--- config.mk ---
export PLATFORM = sky130hd
export DESIGN_NAME = adcdc_host_flat
export DESIGN_NICKNAME = d
export VERILOG_FILES = /design/src/inc/adcdc_pkg.sv /design/src/inc/adcdc_if.sv /design/src/hw/adcdc_host.sv /design/src/flat_wrapper.sv
export VERILOG_INCLUDE_DIRS = /design/src /design/src/inc
export SDC_FILE = /design/constraint.sdc
export NUM_CORES = 1
export LEC_CHECK = 0
export ABC_AREA = 1
export BUFFER_PORTS_ARGS = -buffer_cell sky130_fd_sc_hd__buf_2
export CORE_UTILIZATION = 55
export CTS_BUF_LIST = sky130_fd_sc_hd__clkbuf_8
export CTS_CLUSTER_DIAMETER = 50
export DETAILED_ROUTE_END_ITERATION = 8
export GPL_ROUTABILITY_DRIVEN = 1
export GPL_TIMING_DRIVEN = 0
export HOLD_SLACK_MARGIN = 0.05
export PLACE_DENSITY = 0.78
export SYNTH_ARGS = -nofsm -noshare
export SYNTH_HDL_FRONTEND = slang
export SYNTH_SLANG_ARGS = --single-unit
--- constraint.sdc ---
create_clock -name clk -period 3.5 [get_ports clk]
set_clock_uncertainty 0.1 [all_clocks]
set_input_delay 0.175 -clock clk [delete_from_list [all_inputs] [get_ports clk]]
set_output_delay 0.175 -clock clk [all_outputs]
set_load 0.01 [all_outputs]
--- src/inc/adcdc_defines.svh ---
// timing and layout constants for the daisy-chain readout
`ifndef ADCDC_DEFINES_SVH
`define ADCDC_DEFINES_SVH
`define ADCDC_RESULT_BITS 18
`define ADCDC_CLK_NS 25
`define ADCDC_BUSY_WAIT_NS 50
`define ADCDC_BUSY_WAIT_CYC ((`ADCDC_BUSY_WAIT_NS + `ADCDC_CLK_NS - 1) / `ADCDC_CLK_NS)
`define ADCDC_CONV_CYC 8'h28
`define ADCDC_SCLK_HALF 8'h04
`define ADCDC_ACQ_CYC 8'h10
`endif

--- src/inc/adcdc_pkg.sv ---
// types shared by both ends of the daisy-chain readout
package adcdc_pkg;
  typedef enum logic [1:0] {
    ADCDC_ACQ,
    ADCDC_CONV,
    ADCDC_DONE
  } adcdc_dev_state_t;
  typedef enum logic [2:0] {
    ADCDC_H_IDLE,
    ADCDC_H_ACQ,
    ADCDC_H_WAITBUSY,
    ADCDC_H_GUARD,
    ADCDC_H_SHIFT,
    ADCDC_H_END
  } adcdc_host_state_t;
endpackage

--- src/inc/adcdc_if.sv ---
// link between one chain device and the host
`timescale 1ns/100ps
interface adcdc_if;
  logic convert_start_select;
  logic sclk;
  logic chain_in;
  logic dout;
  modport device (
    input convert_start_select,
    input sclk,
    input chain_in,
    output dout
  );
  modport host (
    output convert_start_select,
    output sclk,
    output chain_in,
    input dout
  );
endinterface

--- src/hw/adcdc_host.sv ---
// host end: starts conversions, waits on busy, clocks the chain out
`timescale 1ns/100ps
`include "adcdc_defines.svh"
module adcdc_host
  import adcdc_pkg::*;
#(
  parameter int N_DEV = 3,
  parameter int RES_BITS = `ADCDC_RESULT_BITS
) (
  input wire logic clk,
  input wire logic reset,
  input wire logic start,
  adcdc_if.host link,
  output logic [N_DEV*RES_BITS-1:0] results,
  output logic results_valid,
  output logic host_busy
);
  localparam int NEDGE = RES_BITS * N_DEV + 1;
  localparam int GUARD = `ADCDC_BUSY_WAIT_CYC;
  initial begin
    if (N_DEV < 1 || NEDGE > 1023) $error("chain length unsupported");
  end
  typedef struct packed {
    logic [1:0] dout_sync;
    adcdc_host_state_t st;
    logic [7:0] tcnt;
    logic [9:0] ecnt;
    logic cs;
    logic sck;
    logic [N_DEV*RES_BITS:0] data;
    logic [N_DEV*RES_BITS-1:0] res;
    logic valid;
    logic busy;
  } adcdc_host_reg_t;
  adcdc_host_reg_t s_q, s_d;
  always_comb begin
    s_d = s_q;
    s_d.dout_sync = {s_q.dout_sync[0], link.dout};
    s_d.valid = 1'b0;
    case (s_q.st)
      ADCDC_H_IDLE: begin
        s_d.cs = 1'b0;
        s_d.busy = 1'b0;
        if (start) begin
          s_d.st = ADCDC_H_ACQ;
          s_d.busy = 1'b1;
          s_d.tcnt = `ADCDC_ACQ_CYC;
        end
      end
      ADCDC_H_ACQ: begin
        if (s_q.tcnt == 8'h00) begin
          s_d.cs = 1'b1;
          s_d.st = ADCDC_H_WAITBUSY;
        end else begin
          s_d.tcnt = s_q.tcnt - 8'h01;
        end
      end
      ADCDC_H_WAITBUSY: begin
        if (s_q.dout_sync[1]) begin
          s_d.st = ADCDC_H_GUARD;
          s_d.tcnt = 8'(GUARD);
        end
      end
      ADCDC_H_GUARD: begin
        if (s_q.tcnt == 8'h00) begin
          s_d.cs = 1'b0;
          s_d.sck = 1'b1;
          s_d.ecnt = 10'(NEDGE);
          s_d.tcnt = `ADCDC_SCLK_HALF;
          s_d.st = ADCDC_H_SHIFT;
        end else begin
          s_d.tcnt = s_q.tcnt - 8'h01;
        end
      end
      ADCDC_H_SHIFT: begin
        // sampling just before each fall keeps the full settle of the sync path
        if (s_q.tcnt == 8'h00) begin
          s_d.tcnt = `ADCDC_SCLK_HALF;
          if (s_q.sck) begin
            s_d.sck = 1'b0;
            s_d.ecnt = s_q.ecnt - 10'h001;
            s_d.data = {s_q.data[N_DEV*RES_BITS-1:0], s_q.dout_sync[1]};
          end else if (s_q.ecnt == 10'h000) begin
            s_d.st = ADCDC_H_END;
          end else begin
            s_d.sck = 1'b1;
          end
        end else begin
          s_d.tcnt = s_q.tcnt - 8'h01;
        end
      end
      ADCDC_H_END: begin
        // top bit holds the near busy bit; the rest is the chain, near device first
        s_d.res = s_q.data[N_DEV*RES_BITS-1:0];
        s_d.valid = 1'b1;
        s_d.busy = 1'b0;
        s_d.st = ADCDC_H_IDLE;
      end
      default: begin
        s_d.st = ADCDC_H_IDLE;
      end
    endcase
  end
  always_ff @(posedge clk or posedge reset) begin
    if (reset) begin
      s_q <= '0;
    end else begin
      s_q <= s_d;
    end
  end
  assign link.convert_start_select = s_q.cs;
  assign link.sclk = s_q.sck;
  assign link.chain_in = 1'b0;
  assign results = s_q.res;
  assign results_valid = s_q.valid;
  assign host_busy = s_q.busy;
endmodule

--- src/flat_wrapper.sv ---
// flat-port wrapper written by rule: the top's interface ports become plain ports
module adcdc_host_flat import adcdc_pkg::*;
#(
  parameter int N_DEV = 3,
  parameter int RES_BITS = `ADCDC_RESULT_BITS
)
  (clk, reset, start, results, results_valid, host_busy, link_convert_start_select, link_sclk, link_chain_in, link_dout);
  adcdc_if link_i ();
  input wire logic clk;
  input wire logic reset;
  input wire logic start;
  output logic [N_DEV*RES_BITS-1:0] results;
  output logic results_valid;
  output logic host_busy;
  output wire logic [$bits(link_i.convert_start_select)-1:0] link_convert_start_select;
  output wire logic [$bits(link_i.sclk)-1:0] link_sclk;
  output wire logic [$bits(link_i.chain_in)-1:0] link_chain_in;
  input wire logic [$bits(link_i.dout)-1:0] link_dout;
  assign link_convert_start_select = link_i.convert_start_select;
  assign link_sclk = link_i.sclk;
  assign link_chain_in = link_i.chain_in;
  assign link_i.dout = link_dout;
  adcdc_host #(.N_DEV(N_DEV), .RES_BITS(RES_BITS)) u_core (.clk(clk), .reset(reset), .start(start), .link(link_i), .results(results), .results_valid(results_valid), .host_busy(host_busy));
endmodule
# Word level (Yosys, flattened, before mapping)
# Index checks and enable logic that the tools add are counted.
word_totals:
  inputBits: 4
  register_bits: 136
  wordCells: 65
op_classes:
  n_reduce_logical: 14
  muxes: 25
  n_eq_ne: 14
  n_addsub: 2
ops:
  columns: ["operator", "n"]
  rows:
  - ["2-to-1 mux 56 bit", 1]
  - ["2-to-1 mux 55 bit", 1]
  - ["one-hot mux 8 bit (4 select lines)", 1]
  - ["2-to-1 mux 11 bit", 2]
  - ["2-to-1 mux 10 bit", 2]
  - ["one-hot mux 10 bit (2 select lines)", 1]
  - ["2-to-1 mux 8 bit", 2]
  - ["2-to-1 mux 3 bit", 5]
  - ["one-hot mux 3 bit (5 select lines)", 1]
  - ["2-to-1 mux 12 bit", 1]
  - ["inequality test 2 x 1 -> 1 bit, second input constant", 6]
  - ["logical NOT 10 bit", 1]
  - ["subtractor 10 x 1 -> 10 bit, second input constant", 1]
  - ["AND reduction 3 bit", 3]
  - ["logical NOT 8 bit", 1]
  - ["AND reduction 4 bit", 2]
  - ["subtractor 8 x 1 -> 8 bit, second input constant", 1]
  - ["AND reduction 7 bit", 1]
  - ["== test 3 x 2 -> 1 bit, second input constant", 2]
  - ["== test 3 bit, second input constant", 2]
  - ["inequality test 2 bit, second input constant", 3]
  - ["2-to-1 mux 1 bit", 5]
  - ["one-hot mux 1 bit (2 select lines)", 2]
  - ["nonzero test 2 bit", 2]
  - ["other kinds (6)", 6]

# Logic depth before layout (Yosys ltp)
logic_depth:
  word_depth: 5
  mapped_depth: 10

# Least setup slack after synthesis
# Ideal clock, no wire load.
synth_timing:
  kind: "reg2reg"
  start: "register u_core.s_q[123] (netlist bit)"
  end: "register u_core.s_q[117] (netlist bit)"
  arrival_ns: 1.490
  period_less_slack_ns: 1.710
  slack_ns: 1.790
  required_ns: 3.281
  setup_time_ns: 0.119
  path_stages_with_launch: 11
  path_cell_list: "dfrtp_1 -> inv_1 -> ha_1 -> nand2_2 -> nor2_8 -> inv_2 -> o21ai_2 -> nand2_2 -> buf_6 -> nand2_1 -> o21ai_2"
synth_via:
  elab_chain_len: 3
  elab_cells_between_ends: 4
  cone_classes: "eq/ne: 2; reduce/logical: 2"
synth_lines:
  columns: ["item", "line_no", "source"]
  rows:
  - ["start, declared", "adcdc_host.sv:35", "adcdc_host_reg_t s_q, s_d;"]
  - ["start signal, assigned", "adcdc_host.sv:106", "s_q <= '0;"]
  - ["start signal, assigned", "adcdc_host.sv:108", "s_q <= s_d;"]
  - ["logical NOT 8 bit (*)", "adcdc_host.sv:65, adcdc_host.sv:77", null]
  - ["inequality test 2 x 1 -> 1 bit (no line)", null, null]
  - ["AND reduction 4 bit (no line) (*)", null, null]
# Mark *: on every way between the ends. The rest lies on a longest branch, timed or not.
# A chain may end at the register's enable or synchronous reset.

# Worst setup path in the final report
# Same ends and word-level chain as after synthesis.

==> out/summary.md <==
The flow ran to the end, and the final reports show no timing, DRC or antenna violations. The Yosys warning count is 0. The first global-routing pass estimated 19.60 mm of wire. The total overflow left after global routing is 0.

The width of the die is 108.3 um. The number of antenna violations at the first check in global routing was 0; the TritonCTS sink count was 135. The post-synth net total is 692. The die footprint is 11740 um^2, and the number of instances in the synthesized netlist is 685. The setup check on the worst reg-to-reg path leaves a slack of 1550 ps. Dividing the detail-routed wire length by the instance count gives 12.32 um. The signed area change from the synthesized netlist to the final layout came out at 13.92%. After detailed routing, the number of vias per cell comes to 4.909.

The run gives 0 as the post-CTS setup buffer count. Counting the buffers created by CTS gives 17. The filler cells instantiated in the layout total 882. The most common cell after layout, fill and taps aside is nand2_1.

The average instance in the mapped netlist occupies 9.080 um^2. The min-delay analysis places its worst path in the category input pin to asynchronous set/reset pin. Derived from the worst setup path, the maximum achievable clock frequency is 513.9 MHz. For this run, the total global-route usage over all layers was measured as 21.59%. For this run, the slowest stage of the critical path takes 400 ps. The number of antenna diodes in the final layout is 0. The highest fanout seen on the critical path works out to 10. The logs give 63 for the I/O pin count and 10940 um^2 for the total core area.

Cells with a size suffix above 1 make up 28.11% of the layout. The run gives 0 as the number of slew-limit violations in the final report. The tools report the kind of end point of the critical path as a flip-flop.

Wires add up to 11.32 mm. The most instantiated flip-flop cell in the synthesis netlist was dfrtp_1. The number of buffers added to fix hold violations after cts came out at 3. Entering global routing, the biggest net connects 46 pins.

Traced cell by cell, the critical path runs through inv_1, ha_1, nand2_2, nor2_8, inv_2, o21ai_2, nand2_2, buf_6, nand2_1, o21ai_2. The floorplan has 38 rows. On the critical path, the stage with the largest delay is an instance of dfrtp_1. At the worst endpoint, the required time is 3730 ps.

Flop and latch count out of synthesis: 135. The run gives 30 as the number of distinct library cells after synthesis. Data arrives at the worst endpoint at 2170 ps. The initial utilization of the core area, before any placement, comes to 56.88%.

Number of enable-type register cells in the synthesized netlist: 0. The pre-antenna-repair detailed-routing pass consisted of 4 iterations. The maximum clock path buffer count is 2, and the number of cells in the finished layout apart from fillers is 919.

Setup repair after global routing left no endpoint under its margin. The logs give 0 for the residual DRC count and 889 for the number of instances in the placed design. Across the VDD grid, the largest voltage drop is 195.6 uV. For this design the ratio of total power to cell area is 369.6 nW/um^2. The post-route minimum period is 1946 ps, and the weighted congestion reported at the end of routability-driven placement is 0.8698. The number of hold violations in the final report was 0. The static leakage was 3.650 nW; the number of max-cap violations was 0. Counting both buffers and inverters, the worst setup path holds a total of 3. For the post-synthesis instance area, the log shows 6220 um^2.

The floorplan die height came out at 108.3 um. The critical path in this run is classified as flip-flop to flip-flop. Clock-pin slew was measured on the worst setup and hold paths at 70 ps. Clock latency on the worst-skew pair, taken at its later pin, is 440 ps.

The worst setup path is launched from a flip-flop. After layout, the worst path uses 55.60% of the clock period. The estimated wirelength of the detail-placed design came out at 8.136 mm. During placement, the flow inserted port buffers numbering 61.

The starting DRC count in detailed routing is 216, and the H-tree level count is 4. The detail route stage leaves a number of antenna-violating nets equal to 0. Of all flip-flops after synthesis, the portion carrying an async set or reset was 100.0%. The via count of the first global-routing pass was 4455.

TritonCTS built the clock tree. In the final design database the tool counted 778 nets. The run gives 4511 as the via count.

In the layout the commonest cells are nand2_1 (181), dfrtp_1 (135), inv_1 (82). The clock tree root driver cell is clkbuf_8. The final sum of negative setup slack was 0 ps; the number of setup violations in the final report was 0. For the post-cts gate resize count, the log shows 0. For the share of the yosys chip area belonging to registers, the log shows 54.32%. Kind of cell adding the most delay to the critical path: simple AND/OR/NAND/NOR gates.
## layer usage
metal  GRT usage [%]  share of wire [%]  vias to the layer above
met1           27.20                 46                     2149
met3           5.967                4.0                       14
met2           35.53                 49                       97
li1                -                  -                     2251
met4           8.301                1.4                        0
met5               0                  0                        -
## final timing paths
| kind | from | end | cells after the start |
|---|---|---|---|
| worst max register to register | u_core.s_q[123] | u_core.s_q[117] | 10 |
| worst min-delay path | reset | u_core.results[40] | 3 |
| worst min register to register | u_core.s_d[135] | u_core.s_q[135] | 0 |
| min in group clk | u_core.s_d[135] | u_core.s_q[135] | 0 |
| max in group asynchronous | reset | u_core.results[12] | 6 |
| worst max-delay path | u_core.s_q[123] | u_core.s_q[117] | 10 |
## state kept, by name, indices dropped and copies added, names as in the netlist
signal	flops
u_core.s_q	76
u_core.results	54
u_core.host_busy	1
u_core.link.convert_start_select	1
u_core.link.sclk	1
u_core.results_valid	1
u_core.s_d	1
## power breakdown
| part | switching, mW | internal (mW) | total (mW) | leakage (nW) |
|---|---|---|---|---|
| Clock | 0.542 | 0.472 | 1.01 | 0.165 |
| Sequential | 0.000269 | 1.56 | 1.56 | 1.87 |
| Combinational | 0.0326 | 0.0113 | 0.0439 | 1.61 |
## tightest hold or removal path, stage by stage
cell and delay (ps):
dlygate4sd3_1 530, buf_2 130, clkinvlp_4 200
## area by class of cell
cell class                 instances  area, um^2  area share [%]
tap                              140       175.2           2.472
timing repair buffer              67       395.4           5.580
multi-input combinational        385        1919           27.09
inverter                          86       326.6           4.609
buffer                            79       599.3           8.458
sequential                       135        3378           47.68
clock inverter                     9       43.79          0.6180
clock buffer                      18       247.7           3.496
## per-stage QoR
stage	hold slack, ps	area [um^2]	util [%]	worst slack, ps	power (mW)
2_1_floorplan	106.4	6223	-	1546	1.616
3_3_place_gp	183.0	6704	61.30	810.2	1.625
3_5_place_dp	36.31	6764	61.85	1569	1.634
4_1_cts	102.5	7086	64.79	1544	2.647
5_1_grt	122.2	7086	64.79	1390	2.702
6_report	123.0	7086	64.79	1554	2.619
## kinds of logic (layout without fill, tap and decap cells)
kind of cell	Yosys count	after routing	share of synthesized area, %
AO/OA/AOI/OAI	133	133	13.24
other	1	1	0.06029
AND/OR/NAND/NOR	242	242	16.11
XOR/XNOR	6	6	0.8449
adder cells (fa/ha/maj)	3	3	0.6036
flip-flops	135	135	54.32
buffers and inverters	165	259	14.83
## synth_stat cells (2+ instances only)
master | number | area share (%)
nor2_1 | 28 | 1.7
inv_1 | 80 | 4.8
o21ai_0 | 64 | 5.1
buf_2 | 4 | 0.32
nand2_2 | 3 | 0.30
inv_2 | 6 | 0.36
nand2_1 | 181 | 11
nor2_2 | 4 | 0.40
xor2_1 | 5 | 0.70
a21oi_1 | 5 | 0.40
o21ai_2 | 40 | 5.6
buf_6 | 12 | 2.2
o21ai_1 | 21 | 1.7
ha_1 | 3 | 0.60
clkbuf_1 | 7 | 0.42
nand3_1 | 16 | 1.3
nand4_1 | 4 | 0.40
buf_4 | 55 | 6.6
dfrtp_1 | 135 | 54
nor2_4 | 2 | 0.36
Power figures use the tool's default switching activity.
